$ cat src/serial_status_consts.vh
// Constants for the serial status flag logic
`ifndef SERIAL_STATUS_CONSTS_VH
`define SERIAL_STATUS_CONSTS_VH
`define ADDR_STATUS 12'h000
`define ADDR_CONTROL 12'h004
`define ADDR_RXDATA 12'h008
`define ADDR_TXDATA 12'h00C
`define STATUS_RESET 8'h84
`define CONTROL_RESET 8'h00
`define BIT_TX_BUFFER_EMPTY_FLAG 7
`define BIT_RX_BUFFER_FULL_FLAG 6
`define BIT_OVERRUN_ERROR_FLAG 5
`define BIT_FER 4
`define BIT_PER 3
`define BIT_TX_END_FLAG 2
`define BIT_MPB 1
`define BIT_TX_MULTIPROC_BIT 0
`define CTL_TX_EN 5
`define CTL_RX_EN 4
`define CTL_SYNC 3
`define CTL_ODD 2
`define CTL_TWO_STOP 1
`define CLEARABLE_MASK 8'hF8
`endif

$ cat src/rx_check.v
// Receive character checker: parity and stop bit tests
`timescale 1ns/1ps
module rx_check
(
	input wire [7:0] data,
	input wire parity_bit,
	input wire odd_parity,
	input wire stop_first,
	input wire async_mode,
	output wire parity_bad,
	output wire frame_bad
);
	// Ones count of data plus parity must match the selected sense
	assign parity_bad = async_mode & ((^data ^ parity_bit) != odd_parity);
	// Only the first stop bit is looked at; second is ignored
	assign frame_bad = async_mode & ~stop_first;
endmodule // rx_check

$ cat src/read_tracker.v
// Record, for each of flag bits 7 to 3 only, of a 1 having been read since last write
`timescale 1ns/1ps
`include "serial_status_consts.vh"
module read_tracker
(
	input wire clock,
	input wire reset,
	input wire read_strobe,
	input wire write_strobe,
	input wire [7:0] flags,
	output reg [7:0] armed_q
);
	// A write consumes the record; a read of 1 arms it
	always @(posedge clock)
	begin
		if (reset)
			armed_q <= 8'h00;
		else if (write_strobe)
			armed_q <= 8'h00;
		else if (read_strobe)
			armed_q <= armed_q | (flags & `CLEARABLE_MASK);
	end
endmodule // read_tracker

$ cat src/serial_status_flags.v
// Status flag register of the serial interface with APB access
`timescale 1ns/1ps
`include "serial_status_consts.vh"
module serial_status_flags
(
	input wire clock,
	input wire reset,
	input wire standby,
	input wire psel,
	input wire penable,
	input wire pwrite,
	input wire [11:0] paddr,
	input wire [31:0] pwdata,
	output reg [31:0] prdata,
	output reg pready,
	output reg pslverr,
	input wire dma_tx_write,
	input wire dma_rx_read,
	input wire tx_load,
	input wire tx_last_bit,
	input wire rx_done,
	input wire [7:0] rx_char,
	input wire rx_parity_bit,
	input wire rx_stop_first,
	input wire rx_mp_bit,
	output reg rx_blocked,
	output reg tx_blocked,
	output reg tx_multiproc_bit,
	output reg tx_enable_bit,
	output reg rx_enable_bit,
	output reg [7:0] rx_data_register
);
	reg tx_buffer_empty_flag_q;
	reg rx_buffer_full_flag_q;
	reg overrun_error_flag_q;
	reg framing_error_flag_q;
	reg parity_error_flag_q;
	reg tx_end_flag_q;
	reg rx_multiproc_bit_q;
	reg tx_multiproc_bit_q;
	reg [7:0] control_q;
	reg [7:0] rxdata_q;
	wire [7:0] status;
	wire [7:0] armed;
	wire access;
	wire wr_status;
	wire rd_status;
	wire [7:0] clr;
	wire parity_bad;
	wire frame_bad;
	wire rx_ok;
	wire rx_stalled;
	wire clean;
	wire tx_clear;
	wire rx_clear;
	wire any_reset;
	wire [7:0] status_init;

	// Reset image of the status byte, sliced for the two transmit flags below
	assign status_init = `STATUS_RESET;
	// Standby behaves exactly like reset for this register
	// reset and standby
	assign any_reset = reset | standby;
	// Taken once, on the first access cycle; the ready cycle repeats nothing
	// no lockout
	assign access = psel & penable & ~pready;
	assign wr_status = access & pwrite & (paddr == `ADDR_STATUS);
	assign rd_status = access & ~pwrite & (paddr == `ADDR_STATUS);

	assign status = {tx_buffer_empty_flag_q, rx_buffer_full_flag_q,
		overrun_error_flag_q, framing_error_flag_q,
		parity_error_flag_q, tx_end_flag_q,
		rx_multiproc_bit_q, tx_multiproc_bit_q};

	read_tracker u_track
	(
		.clock(clock),
		.reset(any_reset),
		.read_strobe(rd_status),
		.write_strobe(wr_status),
		.flags(status),
		.armed_q(armed)
	);

	// Clear only where 0 written and 1 previously read
	// ones ignored
	assign clr = {8{wr_status}} & ~pwdata[7:0] & armed & `CLEARABLE_MASK;

	rx_check u_check
	(
		.data(rx_char),
		.parity_bit(rx_parity_bit),
		.odd_parity(control_q[`CTL_ODD]),
		.stop_first(rx_stop_first),
		.async_mode(~control_q[`CTL_SYNC]),
		.parity_bad(parity_bad),
		.frame_bad(frame_bad)
	);

	assign rx_stalled = overrun_error_flag_q | framing_error_flag_q
		| parity_error_flag_q;
	assign rx_ok = rx_done & control_q[`CTL_RX_EN] & ~rx_stalled;
	// second stop bit never reaches the checker
	assign clean = ~parity_bad & ~frame_bad;
	assign tx_clear = dma_tx_write | clr[`BIT_TX_BUFFER_EMPTY_FLAG];
	assign rx_clear = dma_rx_read | clr[`BIT_RX_BUFFER_FULL_FLAG];

	// Transmit-empty and transmit-end flags
	always @(posedge clock)
	begin
		if (any_reset)
		begin
			tx_buffer_empty_flag_q <= status_init[`BIT_TX_BUFFER_EMPTY_FLAG];
			tx_end_flag_q <= status_init[`BIT_TX_END_FLAG];
		end
		else if (!control_q[`CTL_TX_EN])
		begin
			tx_buffer_empty_flag_q <= 1'b1;
			tx_end_flag_q <= 1'b1;
		end
		// set wins over a same-cycle clear
		else if (tx_load)
			tx_buffer_empty_flag_q <= 1'b1;
		else if (tx_clear)
		begin
			tx_buffer_empty_flag_q <= 1'b0;
			tx_end_flag_q <= 1'b0;
		end
		else if (tx_last_bit && tx_buffer_empty_flag_q)
			tx_end_flag_q <= 1'b1;
	end

	// Receive-full flag and data register
	always @(posedge clock)
	begin
		if (any_reset)
		begin
			rx_buffer_full_flag_q <= 1'b0;
			rxdata_q <= 8'h00;
			rx_multiproc_bit_q <= 1'b0;
		end
		// held on errors and while disabled
		else if (rx_ok && !rx_buffer_full_flag_q)
		begin
			rxdata_q <= rx_char;
			rx_multiproc_bit_q <= rx_mp_bit;
			rx_buffer_full_flag_q <= clean;
		end
		else if (rx_clear)
			rx_buffer_full_flag_q <= 1'b0;
	end

	// Error flags: a set in the clear cycle wins
	always @(posedge clock)
	begin
		if (any_reset)
		begin
			overrun_error_flag_q <= 1'b0;
			framing_error_flag_q <= 1'b0;
			parity_error_flag_q <= 1'b0;
		end
		else
		begin
			if (rx_ok && rx_buffer_full_flag_q)
				overrun_error_flag_q <= 1'b1;
			else if (clr[`BIT_OVERRUN_ERROR_FLAG])
				overrun_error_flag_q <= 1'b0;
			// stop bit 0 sets framing error
			if (rx_ok && !rx_buffer_full_flag_q && frame_bad)
				framing_error_flag_q <= 1'b1;
			else if (clr[`BIT_FER])
				framing_error_flag_q <= 1'b0;
			if (rx_ok && !rx_buffer_full_flag_q && parity_bad)
				parity_error_flag_q <= 1'b1;
			else if (clr[`BIT_PER])
				parity_error_flag_q <= 1'b0;
		end
	end

	// Software written bits: control and multiprocessor transmit bit
	always @(posedge clock)
	begin
		if (any_reset)
		begin
			control_q <= `CONTROL_RESET;
			tx_multiproc_bit_q <= 1'b0;
		end
		else if (wr_status)
			// plain bit; bits 2 and 1 not written
			tx_multiproc_bit_q <= pwdata[`BIT_TX_MULTIPROC_BIT];
		else if (access && pwrite && paddr == `ADDR_CONTROL)
			control_q <= pwdata[7:0];
	end

	// APB answer and registered outputs
	always @(posedge clock)
	begin
		if (any_reset)
		begin
			prdata <= 32'h0000_0000;
			pready <= 1'b0;
			pslverr <= 1'b0;
			rx_blocked <= 1'b0;
			tx_blocked <= 1'b0;
			tx_multiproc_bit <= 1'b0;
			tx_enable_bit <= 1'b0;
			rx_enable_bit <= 1'b0;
			rx_data_register <= 8'h00;
		end
		else
		begin
			// Ready pulses one cycle into the access phase
			pready <= psel & penable & ~pready;
			pslverr <= 1'b0;
			prdata <= 32'h0000_0000;
			if (psel && penable && !pready && !pwrite)
			begin
				if (paddr == `ADDR_STATUS)
					prdata <= {24'h00_0000, status};
				else if (paddr == `ADDR_CONTROL)
					prdata <= {24'h00_0000, control_q};
				else if (paddr == `ADDR_RXDATA)
					prdata <= {24'h00_0000, rxdata_q};
				else
					pslverr <= 1'b1;
			end
			else if (psel && penable && !pready && pwrite
				&& paddr != `ADDR_STATUS && paddr != `ADDR_CONTROL)
				pslverr <= 1'b1;
			rx_blocked <= rx_stalled;
			tx_blocked <= overrun_error_flag_q & control_q[`CTL_SYNC];
			tx_multiproc_bit <= tx_multiproc_bit_q;
			tx_enable_bit <= control_q[`CTL_TX_EN];
			rx_enable_bit <= control_q[`CTL_RX_EN];
			rx_data_register <= rxdata_q;
		end
	end
endmodule // serial_status_flags

$ cat config.mk
export PLATFORM = sky130hd
export DESIGN_NAME = serial_status_flags
export DESIGN_NICKNAME = d
export VERILOG_FILES = /design/src/rx_check.v /design/src/read_tracker.v /design/src/serial_status_flags.v
export VERILOG_INCLUDE_DIRS = /design/src /design/src/src
export SDC_FILE = /design/constraint.sdc
export NUM_CORES = 1
export LEC_CHECK = 0
export BUFFER_PORTS_ARGS = -buffer_cell sky130_fd_sc_hd__buf_2
export CAP_MARGIN = 25
export CORE_ASPECT_RATIO = 1.75
export CORE_MARGIN = 4
export CORE_UTILIZATION = 35
export CTS_BUF_LIST = sky130_fd_sc_hd__clkbuf_4 sky130_fd_sc_hd__clkbuf_8
export DETAILED_ROUTE_END_ITERATION = 16
export GPL_TIMING_DRIVEN = 0
export PLACE_DENSITY = 0.66
export SYNTH_ARGS = -nofsm -noshare
export SYNTH_HDL_FRONTEND = slang
export SYNTH_SLANG_ARGS = --single-unit
$ cat constraint.sdc
create_clock -name clock -period 2.5 [get_ports clock]
set_input_delay 0.5 -clock clock [delete_from_list [all_inputs] [get_ports clock]]
set_output_delay 0.5 -clock clock [all_outputs]
set_load 0.01 [all_outputs]
# ---- After elaboration in Yosys (flattened, before gate mapping)
# Index checks and enable logic that the tools add are counted.
dict set report word_totals {
  output_inout_bits 47
  elab_cells 107
  regBits 79
}
dict set report op_classes {
  muxes 18
  n_eq_ne 4
  n_reduce_logical 31
  n_bitwise 33
}
# operator count
set op_table {}
lappend op_table {{$mux W8} 3}
lappend op_table {{$and A8 B8 Y8} 2}
lappend op_table {{$mux W1} 15}
lappend op_table {{$logic_and A1 B1 Y1} 13}
lappend op_table {{$and A1 B1 Y1} 12}
lappend op_table {{$eq A12 B3 Y1 const B} 1}
lappend op_table {{$eq A12 B4 Y1 const B} 1}
lappend op_table {{$logic_not A12 Y1} 1}
lappend op_table {{$ne A12 B3 Y1 const B} 1}
lappend op_table {{$reduce_bool A12 Y1} 1}
lappend op_table {{$not A1 Y1} 11}
lappend op_table {{$reduce_bool A2 Y1} 5}
lappend op_table {{$not A8 Y8} 1}
lappend op_table {{$or A8 B8 Y8} 1}
lappend op_table {{$reduce_xor A8 Y1} 1}
lappend op_table {{$reduce_or A2 Y1} 3}
lappend op_table {{$or A1 B1 Y1} 5}
lappend op_table {{$reduce_and A2 Y1} 2}
lappend op_table {{$reduce_or A4 Y1} 1}
lappend op_table {{$logic_not A1 Y1} 3}
lappend op_table {{$reduce_or A3 Y1} 1}
lappend op_table {{$ne A1 B1 Y1} 1}
lappend op_table {{$xor A1 B1 Y1} 1}

# ---- Logic depth before layout (Yosys ltp)
# Gate-level depths: netlist (run 1).
dict set report depth {
  depth_word 9
  ltp_mapped 7
}

# ---- By module
# A second synthesis (run 1) with hierarchy kept.
dict set report hier_totals {
  cells_unflattened 255
  hier_area_um2 2321.0
}
# module cells_each seq_area_each_um2 area_per_inst_um2 instances
set by_module_without_submodules {}
lappend by_module_without_submodules {serial_status_flags 226 940.9 2048.2 1}
lappend by_module_without_submodules {read_tracker 19 100.1 176.4 1}
lappend by_module_without_submodules {rx_check 10 0.0 96.3 1}

# ---- Worst setup path after synthesis (run 1)
# Ideal clock, no wire load.
dict set report synth_path {
  kind {input port to flip-flop}
  startpoint {input port paddr[1]}
  endpoint {register tx_buffer_empty_flag_q}
  path_buffers 1
  setup_slack_ps 302
  required_time_ps 2380
  stages 6
  arrival_ps 2079
  cell_sequence {or4_1 or3_1 buf_6 nor2_4 a31oi_1 a211o_1}
}
dict set report synth_via {
  elab_chain_len 5
}
# element line_no
set synth_rtl {}
lappend synth_rtl {{start: declaration} serial_status_flags.v:12} ;# input wire [11:0] paddr,
lappend synth_rtl {{$logic_not A12 Y1 (no source line)} --}
lappend synth_rtl {{$and A1 B1 Y1} serial_status_flags.v:67} ;# assign wr_status = access & pwrite & (paddr == `ADDR_STATUS);
lappend synth_rtl {{$and A8 B8 Y8 (2 in a row)} serial_status_flags.v:87} ;# assign clr = {8{wr_status}} & ~pwdata[7:0] & armed & `CLEARABLE_MASK;
lappend synth_rtl {{$or A1 B1 Y1} serial_status_flags.v:105} ;# assign tx_clear = dma_tx_write | clr[`BIT_TX_BUFFER_EMPTY_FLAG];
lappend synth_rtl {{end signal: assignment} serial_status_flags.v:113} ;# tx_buffer_empty_flag_q <= status_init[`BIT_TX_BUFFER_EMPTY_FLAG];
lappend synth_rtl {{end: declaration} serial_status_flags.v:33} ;# reg tx_buffer_empty_flag_q;
# Every way passes these cells.
# A chain may end at the register's enable or synchronous reset.

# ---- Final worst setup path (run 1)
dict set report layout_path {
  startpoint {input port paddr[1]}
  endpoint {register prdata[0]}
}
dict set report layout_via {
  elab_chain_len 4
  word_cells_on_any_way 6
}
# element line_no
set layout_rtl {}
lappend layout_rtl {{$eq A12 B4 Y1 (no source line)} --}
lappend layout_rtl {{$mux W8} serial_status_flags.v:222} ;# else if (paddr == `ADDR_RXDATA)
lappend layout_rtl {{$mux W8} serial_status_flags.v:220} ;# else if (paddr == `ADDR_CONTROL)
lappend layout_rtl {{$mux W8 *} serial_status_flags.v:218} ;# if (paddr == `ADDR_STATUS)
lappend layout_rtl {{end signal: assignment} serial_status_flags.v:219} ;# prdata <= {24'h00_0000, status};
lappend layout_rtl {{end signal: assignment} serial_status_flags.v:221} ;# prdata <= {24'h00_0000, control_q};
lappend layout_rtl {{end signal: assignment} serial_status_flags.v:223} ;# prdata <= {24'h00_0000, rxdata_q};
lappend layout_rtl {{end: declaration} serial_status_flags.v:14} ;# output reg [31:0] prdata,
# Mark *: on every way between the ends. The rest lies on a longest branch, timed or not.

==> run summary, run 1 <==
Peak VDD IR - 0.216 mV
Int Pwr - 0.00115 W
Worst slew pin tran - 726 ps
Port bufs - 63
Diodes inserted - 0
Die footprint - 0.00779 mm²
CP startpoint kind - primary input
Asr flop ratio synth - 0
Final ANT Viol Nets - 0
Max-Cap Viols - 0
First-pass DRT Iterations - 4
Sink Count - 52
Initial Utilization - 0.359
WHS Path Cells - 2
Die span in y - 114 µm
Total number of vias - 1,851
Primary FF master, synth - dfxtp_1
Fillers - 631
TritonCTS Buffers - 5
Ports - 113
Slew HR - 0.516
Worst path arrival time - 2490 ps
Post-synthesis cell count - 236
CTS tree - done
DRC Markers - 0
Part of the power in registers - 0.558
Syn Std Cell Area - 0.00224 mm²
Element type at the critical path end - register
Layout area overhead - 26.7%
Pwr dens - 523 mW/mm²
R2r worst-path depth - 5
CTS resizes - 0
Switching Fraction - 0.224
Detailed Route Iter0 Violations - 58
Combinational Power Share - 0.105
H-tree depth - 2
Worst Path Required - 2670 ps
GR Overflow Total - 0
CTS max path bufs - 2
Period Utilization, post-route - 0.926
Clock Tree Root - clkbuf_8
Die X-Extent - 68.5 µm
Hold-fix buffers at CTS - 0
Yosys cell types - 43
Post-CTS Setup Inserts - 0
GR Util met3 - 0.0236
Pins Over Slew Limit - 0
Initial antenna violation count - 0
Share of post-route cells with drive strength above 1 - 0.310
Setup Crit Path Kind - primary input to register
Core area - 0.00623 mm²
Clock transition at path regs - 90 ps
Vias per cell - 4.53
Wire per inst - 13.0 µm
Final Hold Viols - 0
DP Wirelength - 4340 µm
M2 GR Usage - 0.271
Final WL - 5310 µm
Most used routing layer - met2
Highest clock rate - 0.432 GHz
Critical Path Fanout Max - 7
Final setup vio count - 0
GP Congestion - 0.828
Number of synthesized flops with an enable pin - 0
RSZ-0062 raised after global routing - no
Lkg Pwr - 1.37 nW
Largest net degree at the start of global routing - 15
Syn avg cell area - 9.48 µm²
Fin Hold WS - 412 ps
Clock skew - 3.05 ps
Vias in the first global route - 1,866
Final core utilization - 0.455
Row cnt - 38
HP Class - primary input to register
#FFs+latches synth - 52
Fin crit period - 2310 ps
Total number of yosys warnings - 0
GRT Overall Usage - 0.143
NetSw - 0.000332 W
Clock Latency Late Sink - 300 ps
Met1 usage - 0.142
First-pass GRT wire length - 8450 µm
NumNets Final - 395
Sequential share of the synthesized area - 0.465
Status - complete, no violations
Clock share of power - 0.337
-- registers in the layout (all words and copies together) (netlist names), 5 cells and up --
signal / count
prdata: 8
control_q: 8
rx_data_register: 8
rxdata_q: 8
u_track.armed_q: 5
-- power groups by stage --
| stage | clock, W | combinational, W | sequential [W] |
|---|---|---|---|
| after floorplan | 0 | 0.0000985 | 0.000849 |
| final | 0.000500 | 0.000155 | 0.000828 |
| after global routing | 0.000537 | 0.000171 | 0.000829 |
| after detailed placement | 0 | 0.000153 | 0.000848 |
| after CTS | 0.000508 | 0.000155 | 0.000829 |
| after global placement | 0 | 0.000153 | 0.000848 |
-- logic make-up after synthesis --
logic type                synth area share
AOI/OAI and AO/OA                    0.108
xor gates and xnor gates            0.0375
buffers and inverters                0.120
DFF                                  0.465
muxes                               0.0760
other                              0.00168
and+or+nand+nor                      0.192
-- cell usage after synthesis (2+ instances only) --
| cell type | count | area share |
|---|---|---|
| nor2_4 | 2 | 0.010 |
| a221oi_1 | 7 | 0.027 |
| or3_1 | 2 | 0.0056 |
| nor2_1 | 26 | 0.044 |
| xnor2_1 | 6 | 0.023 |
| o21ai_0 | 13 | 0.029 |
| mux2i_1 | 17 | 0.076 |
| inv_1 | 12 | 0.020 |
| or4_1 | 3 | 0.010 |
| nor2b_1 | 2 | 0.0056 |
| nand2b_1 | 10 | 0.028 |
| dfxtp_1 | 52 | 0.47 |
| clkbuf_1 | 6 | 0.010 |
| buf_4 | 24 | 0.080 |
| a21oi_1 | 10 | 0.022 |
| nand2_1 | 8 | 0.013 |
| and2_1 | 9 | 0.025 |
| nor3_1 | 2 | 0.0045 |
-- critical path: stages --
cell and delay (ps):
buf_2 90, or4_1 580, nor4_4 340, nor3b_2 470, o21ai_0 160, a221oi_1 340
-- final timing paths --
kind	start	slack [ps]	end
setup / recovery	paddr[1]	190	prdata[0]
hold reg to reg	u_track.armed_q[7]	470	u_track.armed_q[7]
hold / removal	tx_load	410	tx_buffer_empty_flag_q
setup reg to reg	pready	700	prdata[0]
-- metrics by stage --
| step | setup slack [ps] | setup TNS (ps) | area (µm²) | total power, W | std cells |
|---|---|---|---|---|---|
| finish | 186 | 0 | 2840 | 0.00148 | 409 |
| global route | 66.2 | 0 | 2840 | 0.00154 | 409 |
| CTS | 210 | 0 | 2840 | 0.00149 | 409 |
| detailed placement | -102 | -235 | 2740 | 0.00100 | 402 |
| global placement | -39.0 | -77.8 | 2740 | 0.00100 | 402 |
| floorplan | 302 | 0 | 2320 | 0.000947 | 259 |
-- metal layers --
metal	wire length [µm]	share of wire	up-vias
li1	-	-	934
met5	0	0	-
met4	144	0.027	0
met1	1840	0.35	830
met2	2990	0.56	77
met3	332	0.062	10
-- placed cells by master, fill, tap and decap left out, drive strengths merged, types with 3 or more instances in the layout --
master and count:
or4 3, conb 24, and2 9, dfxtp 52
xnor2 6, a221oi 7, buf 90, o21ai 13
nand2 8, inv 12, clkbuf 13, mux2i 17
a21oi 10, nor2 28, nand2b 10
-- area by class of cell --
cell class	count	area, µm²	share of cell area
inverters	12	45.0	0.0159
flip-flops and latches	52	1040	0.367
clock buffers	7	96.3	0.0340
multi-input cells	162	1020	0.358
repair buffers	63	315	0.111
well taps	80	100	0.0353
plain buffers	33	223	0.0785
(Power assumes the default switching activity.)
==> run 2, diff against run 1 <==
--- a/config.mk
+++ b/config.mk
@@ -10,11 +10,11 @@
 export CAP_MARGIN = 25
 export CORE_ASPECT_RATIO = 1.75
 export CORE_MARGIN = 4
-export CORE_UTILIZATION = 35
+export CORE_UTILIZATION = 47
 export CTS_BUF_LIST = sky130_fd_sc_hd__clkbuf_4 sky130_fd_sc_hd__clkbuf_8
 export DETAILED_ROUTE_END_ITERATION = 16
 export GPL_TIMING_DRIVEN = 0
-export PLACE_DENSITY = 0.66
+export PLACE_DENSITY = 0.84
 export SYNTH_ARGS = -nofsm -noshare
 export SYNTH_HDL_FRONTEND = slang
 export SYNTH_SLANG_ARGS = --single-unit
==> run summary, run 2 (synthesized netlist as in run 1, its figures left out) <==
Total number of vias - 1,862
FF/Latch Area - 0.00104 mm²
Post-CTS Setup Inserts - 0
Combinational Power Share - 0.099
Period Utilization, post-route - 0.905
Switching Fraction - 0.240
Critical Path Fanout Max - 7
Clock transition at path regs - 100 ps
Max-Cap Viols - 0
Worst path arrival time - 2470 ps
H-tree depth - 2
Clock Tree Root - clkbuf_8
Wire per inst - 14.2 µm
Final core utilization - 0.604
Final setup vio count - 0
Highest clock rate - 0.442 GHz
Slew HR - 0.476
Worst slew pin tran - 787 ps
Commonest non-fill, non-tap cells in the layout - buf_2, dfxtp_1, nor2_1
Area of the multi-input gates - 0.00102 mm²
Dpl ws - -79.1 ps
Commonest non-fill, non-tap cell in the layout - buf_2
WHS Endpoint - tx_buffer_empty_flag_q
Final Hold Viols - 0
CP peak stage delay - 590 ps
Worst Path Required - 2710 ps
Ports - 113
Hold_sp - tx_load
Worst-path cell chain - buf_2 > or4_1 > nor4_4 > nor3b_2 > o21ai_0 > a221oi_1
HP Class - primary input to register
Clock skew - 9.93 ps
Pwr dens - 564 mW/mm²
Largest net degree at the start of global routing - 18
Setup Crit Path Kind - primary input to register
NetSw - 0.000382 W
Layout area overhead - 26.0%
Worst setup margin - 237 ps
GR Overflow Total - 0
GP Congestion - 0.839
Worst reg2reg endpoint - prdata[4]
Crit path max-delay family - simple AND/OR/NAND/NOR gates
RSZ-0062 raised after global routing - no
DP Wirelength - 4270 µm
CTS resizes - 0
DRC Markers - 0
Sink Count - 52
Final ANT Viol Nets - 0
Die span in y - 99.3 µm
Cell depth of the worst setup path - 6
First-pass DRT Iterations - 4
Lkg Pwr - 1.37 nW
CP startpoint kind - primary input
CTS tree - done
Initial Utilization - 0.480
Fillers - 413
Reg-to-Reg Start - pready
GRT Overall Usage - 0.192
Vias per cell - 4.87
Vias in the first global route - 1,917
Final WL - 5410 µm
CP Buf/Inv Count - 1
TritonCTS Buffers - 5
Int Pwr - 0.00121 W
First-pass GRT wire length - 8570 µm
Share of post-route cells with drive strength above 1 - 0.312
Row cnt - 33
Port bufs - 63
Core area - 0.00467 mm²
Die footprint - 0.00597 mm²
Detailed Route Iter0 Violations - 56
Pins Over Slew Limit - 0
R2r worst-path depth - 5
Part of the power in registers - 0.521
Slowest stage cell, crit path - or4_1
Status - complete, no violations
Element type at the critical path end - register
Clock Latency Late Sink - 320 ps
R2r setup slk - 740 ps
Peak VDD IR - 0.555 mV
Clock share of power - 0.380
NumNets Final - 395
Diodes inserted - 0
Die X-Extent - 60.2 µm
Fin crit period - 2260 ps
Initial antenna violation count - 0
CTS max path bufs - 2
Hold-fix buffers at CTS - 0
WHS Path Cells - 2
run 2: cell count changes in the layout (fill, tap and decap cells not counted), sizes merged:
cell	previous run	this run
bufinv	0	1
clkbuf	13	11
clkinvlp	0	1
inv	12	13
run 2: final cells by class:
class / instances / share of cell area
Inverter: 12 / 0.0160
Tap cell: 52 / 0.0231
Multi-Input combinational cell: 162 / 0.360
Sequential cell: 52 / 0.369
Buffer: 33 / 0.0790
Clock inverter: 3 / 0.0164
Timing Repair Buffer: 63 / 0.112
Clock buffer: 5 / 0.0244
run 2: through the flow:
stage	hold slack (ps)	instances	power [W]	TNS, ps	cell area, µm²
5_1_grt	406	382	0.00164	0	2820
3_5_place_dp	457	374	0.00100	-225	2710
3_3_place_gp	449	374	0.00100	0	2710
2_1_floorplan	437	259	0.000947	0	2320
4_1_cts	394	382	0.00158	0	2820
6_report	397	382	0.00159	0	2820
run 2: worst max path at each step:
stage	start	end	slack [ps]
after floorplan	paddr[1]	tx_buffer_empty_flag_q	300
after global placement	paddr[1]	prdata[2]	40
after detailed placement	paddr[1]	prdata[2]	-80
after CTS	paddr[1]	prdata[4]	190
after global routing	paddr[1]	prdata[1]	40
final	paddr[1]	prdata[4]	240
run 2: worst register-to-register path, cell delays in order (launching register included):
cell	delay [ps]
dfxtp_1	320
and3b_1	270
nand2_1	140
nor3b_2	420
o21ai_0	200
a221oi_1	300
run 2: power by group through the flow:
stage	Clock [W]	Combinational, W	Sequential, W
final	0.000604	0.000157	0.000829
after global routing	0.000634	0.000173	0.000829
after CTS	0.000601	0.000155	0.000829
after detailed placement	0	0.000154	0.000848
after global placement	0	0.000152	0.000848
after floorplan	0	0.0000985	0.000849
run 2: per-layer routing:
layer | track usage | routed length [µm] | part of all wire | vias to the layer above
met5 | 0 | 0 | 0 | -
met4 | 0.116 | 237 | 0.044 | 0
met3 | 0.0403 | 349 | 0.064 | 22
met2 | 0.351 | 2970 | 0.55 | 81
met1 | 0.184 | 1860 | 0.34 | 828
li1 | - | - | - | 931
==> run 3, diff against run 2 <==
--- a/config.mk
+++ b/config.mk
@@ -8,13 +8,15 @@
 export LEC_CHECK = 0
 export BUFFER_PORTS_ARGS = -buffer_cell sky130_fd_sc_hd__buf_2
 export CAP_MARGIN = 25
+export CELL_PAD_IN_SITES_DETAIL_PLACEMENT = 0
+export CELL_PAD_IN_SITES_GLOBAL_PLACEMENT = 1
 export CORE_ASPECT_RATIO = 1.75
 export CORE_MARGIN = 4
-export CORE_UTILIZATION = 47
-export CTS_BUF_LIST = sky130_fd_sc_hd__clkbuf_4 sky130_fd_sc_hd__clkbuf_8
+export CORE_UTILIZATION = 32
+export CTS_BUF_LIST = sky130_fd_sc_hd__clkbuf_16
 export DETAILED_ROUTE_END_ITERATION = 16
 export GPL_TIMING_DRIVEN = 0
-export PLACE_DENSITY = 0.84
+export PLACE_DENSITY = 0.8
 export SYNTH_ARGS = -nofsm -noshare
 export SYNTH_HDL_FRONTEND = slang
 export SYNTH_SLANG_ARGS = --single-unit
==> run summary, run 3 (synthesized netlist as in run 1, its figures left out) <==
Max-Cap Viols - 0
GR Overflow Total - 0
GP Congestion - 0.892
Die footprint - 0.00845 mm²
DRC Markers - 0
Final setup vio count - 0
Detailed Route Iter0 Violations - 45
Commonest non-fill, non-tap cell in the layout - buf_2
Int Pwr - 0.00127 W
Initial antenna violation count - 0
CP startpoint kind - primary input
Setup Crit Path Kind - primary input to register
Part of the power in registers - 0.506
Wire per inst - 13.1 µm
Clock Latency Late Sink - 290 ps
Overall power - 0.00164 W
GRT Overall Usage - 0.134
RSZ-0062 raised after global routing - no
CTS max path bufs - 2
Total number of vias - 1,825
CTS resizes - 0
Worst-path cell chain - buf_2 > or4_1 > nor4_4 > nor3b_2 > o21ai_0 > a221oi_1
DP Wirelength - 4410 µm
Commonest non-fill, non-tap cells in the layout - buf_2, dfxtp_1, nor2_1
H-tree depth - 2
Placed Cells - 406
Worst slew pin tran - 731 ps
NumNets Final - 395
Critical Path Fanout Max - 7
Clock skew - 7.09 ps
Dpl ws - -118 ps
Final Hold Viols - 0
Diodes inserted - 0
Peak VDD IR - 0.242 mV
Slowest stage cell, crit path - or4_1
Final ANT Viol Nets - 0
Port bufs - 63
Status - complete, no violations
Clock share of power - 0.398
First-pass DRT Iterations - 4
Final WL - 5440 µm
Worst setup margin - 230 ps
Initial Utilization - 0.326
Row cnt - 40
HP Class - primary input to register
WHS Path Cells - 2
TritonCTS Buffers - 5
Fin crit period - 2270 ps
Worst path arrival time - 2440 ps
First-pass GRT wire length - 8800 µm
Largest net degree at the start of global routing - 16
CP peak stage delay - 580 ps
NetSw - 0.000370 W
Hold-fix buffers at CTS - 0
Layout area overhead - 28.9%
Vias in the first global route - 1,878
Share of post-route cells with drive strength above 1 - 0.306
Worst Path Required - 2670 ps
Period Utilization, post-route - 0.908
R2r worst-path depth - 5
Pwr dens - 568 mW/mm²
Die X-Extent - 71.2 µm
Ports - 113
Switching Fraction - 0.225
Post-CTS Setup Inserts - 0
Highest clock rate - 0.441 GHz
CTS tree - done
Die span in y - 119 µm
Core area - 0.00686 mm²
Vias per cell - 4.41
Sink Count - 52
Pins Over Slew Limit - 0
Clock Tree Root - clkbuf_16
Element type at the critical path end - register
Post-Layout Cell Count - 414
Combinational Power Share - 0.096
Lkg Pwr - 1.39 nW
Clock transition at path regs - 60 ps
Slew HR - 0.513
run 3: cell count changes in the layout (fill, tap and decap cells not counted):
| cell | previous run | this run |
|---|---|---|
| inv_6 | 1 | 0 |
| clkbuf_8 | 5 | 0 |
| bufinv_16 | 1 | 0 |
| clkinv_1 | 0 | 1 |
| inv_1 | 12 | 13 |
| clkbuf_16 | 0 | 5 |
run 3: layout make-up:
type | instances | area (µm²)
fill | 684 | 3970
sequential | 52 | 1040
multi-input combinational | 162 | 1020
timing repair buffer | 63 | 315
buffer | 33 | 223
clock buffer | 5 | 125
tap | 84 | 105
inverter | 12 | 45.0
clock inverter | 3 | 15.0
run 3: worst max-delay path, delay by kind of cell:
| family | cells | cell delay [ps] |
|---|---|---|
| buffers and inverters | 1 | 90 |
| AOI/OAI and AO/OA | 2 | 480 |
| and+or+nand+nor | 3 | 1360 |
run 3: path summary, 6_finish.rpt:
kind	from	end	slack, ps
max	paddr[1]	prdata[2]	230
min reg2reg	control_q[6]	prdata[6]	460
max reg2reg	pready	prdata[2]	740
min	tx_load	tx_buffer_empty_flag_q	420
run 3: metal layers:
metal / share of wire / GRT usage / vias up
met5: 0 / 0 / -
met4: 0.031 / 0.0800 / 0
met3: 0.062 / 0.0340 / 11
met2: 0.52 / 0.232 / 65
met1: 0.38 / 0.140 / 811
li1: - / - / 938
run 3: stage by stage:
stage	TNS [ps]	hold slack, ps	util	area (µm²)
2_1_floorplan	0	437	-	2320
3_3_place_gp	-187	450	0.400	2750
3_5_place_dp	-212	455	0.400	2750
4_1_cts	0	411	0.421	2890
5_1_grt	0	418	0.421	2890
6_report	0	420	0.421	2890
run 3: power by group through the flow:
stage | Sequential (W) | Clock, W | Combinational [W]
floorplan | 0.000849 | 0 | 0.0000985
global placement | 0.000848 | 0 | 0.000153
detailed placement | 0.000848 | 0 | 0.000156
CTS | 0.000829 | 0.000674 | 0.000157
global route | 0.000829 | 0.000712 | 0.000173
finish | 0.000829 | 0.000652 | 0.000157
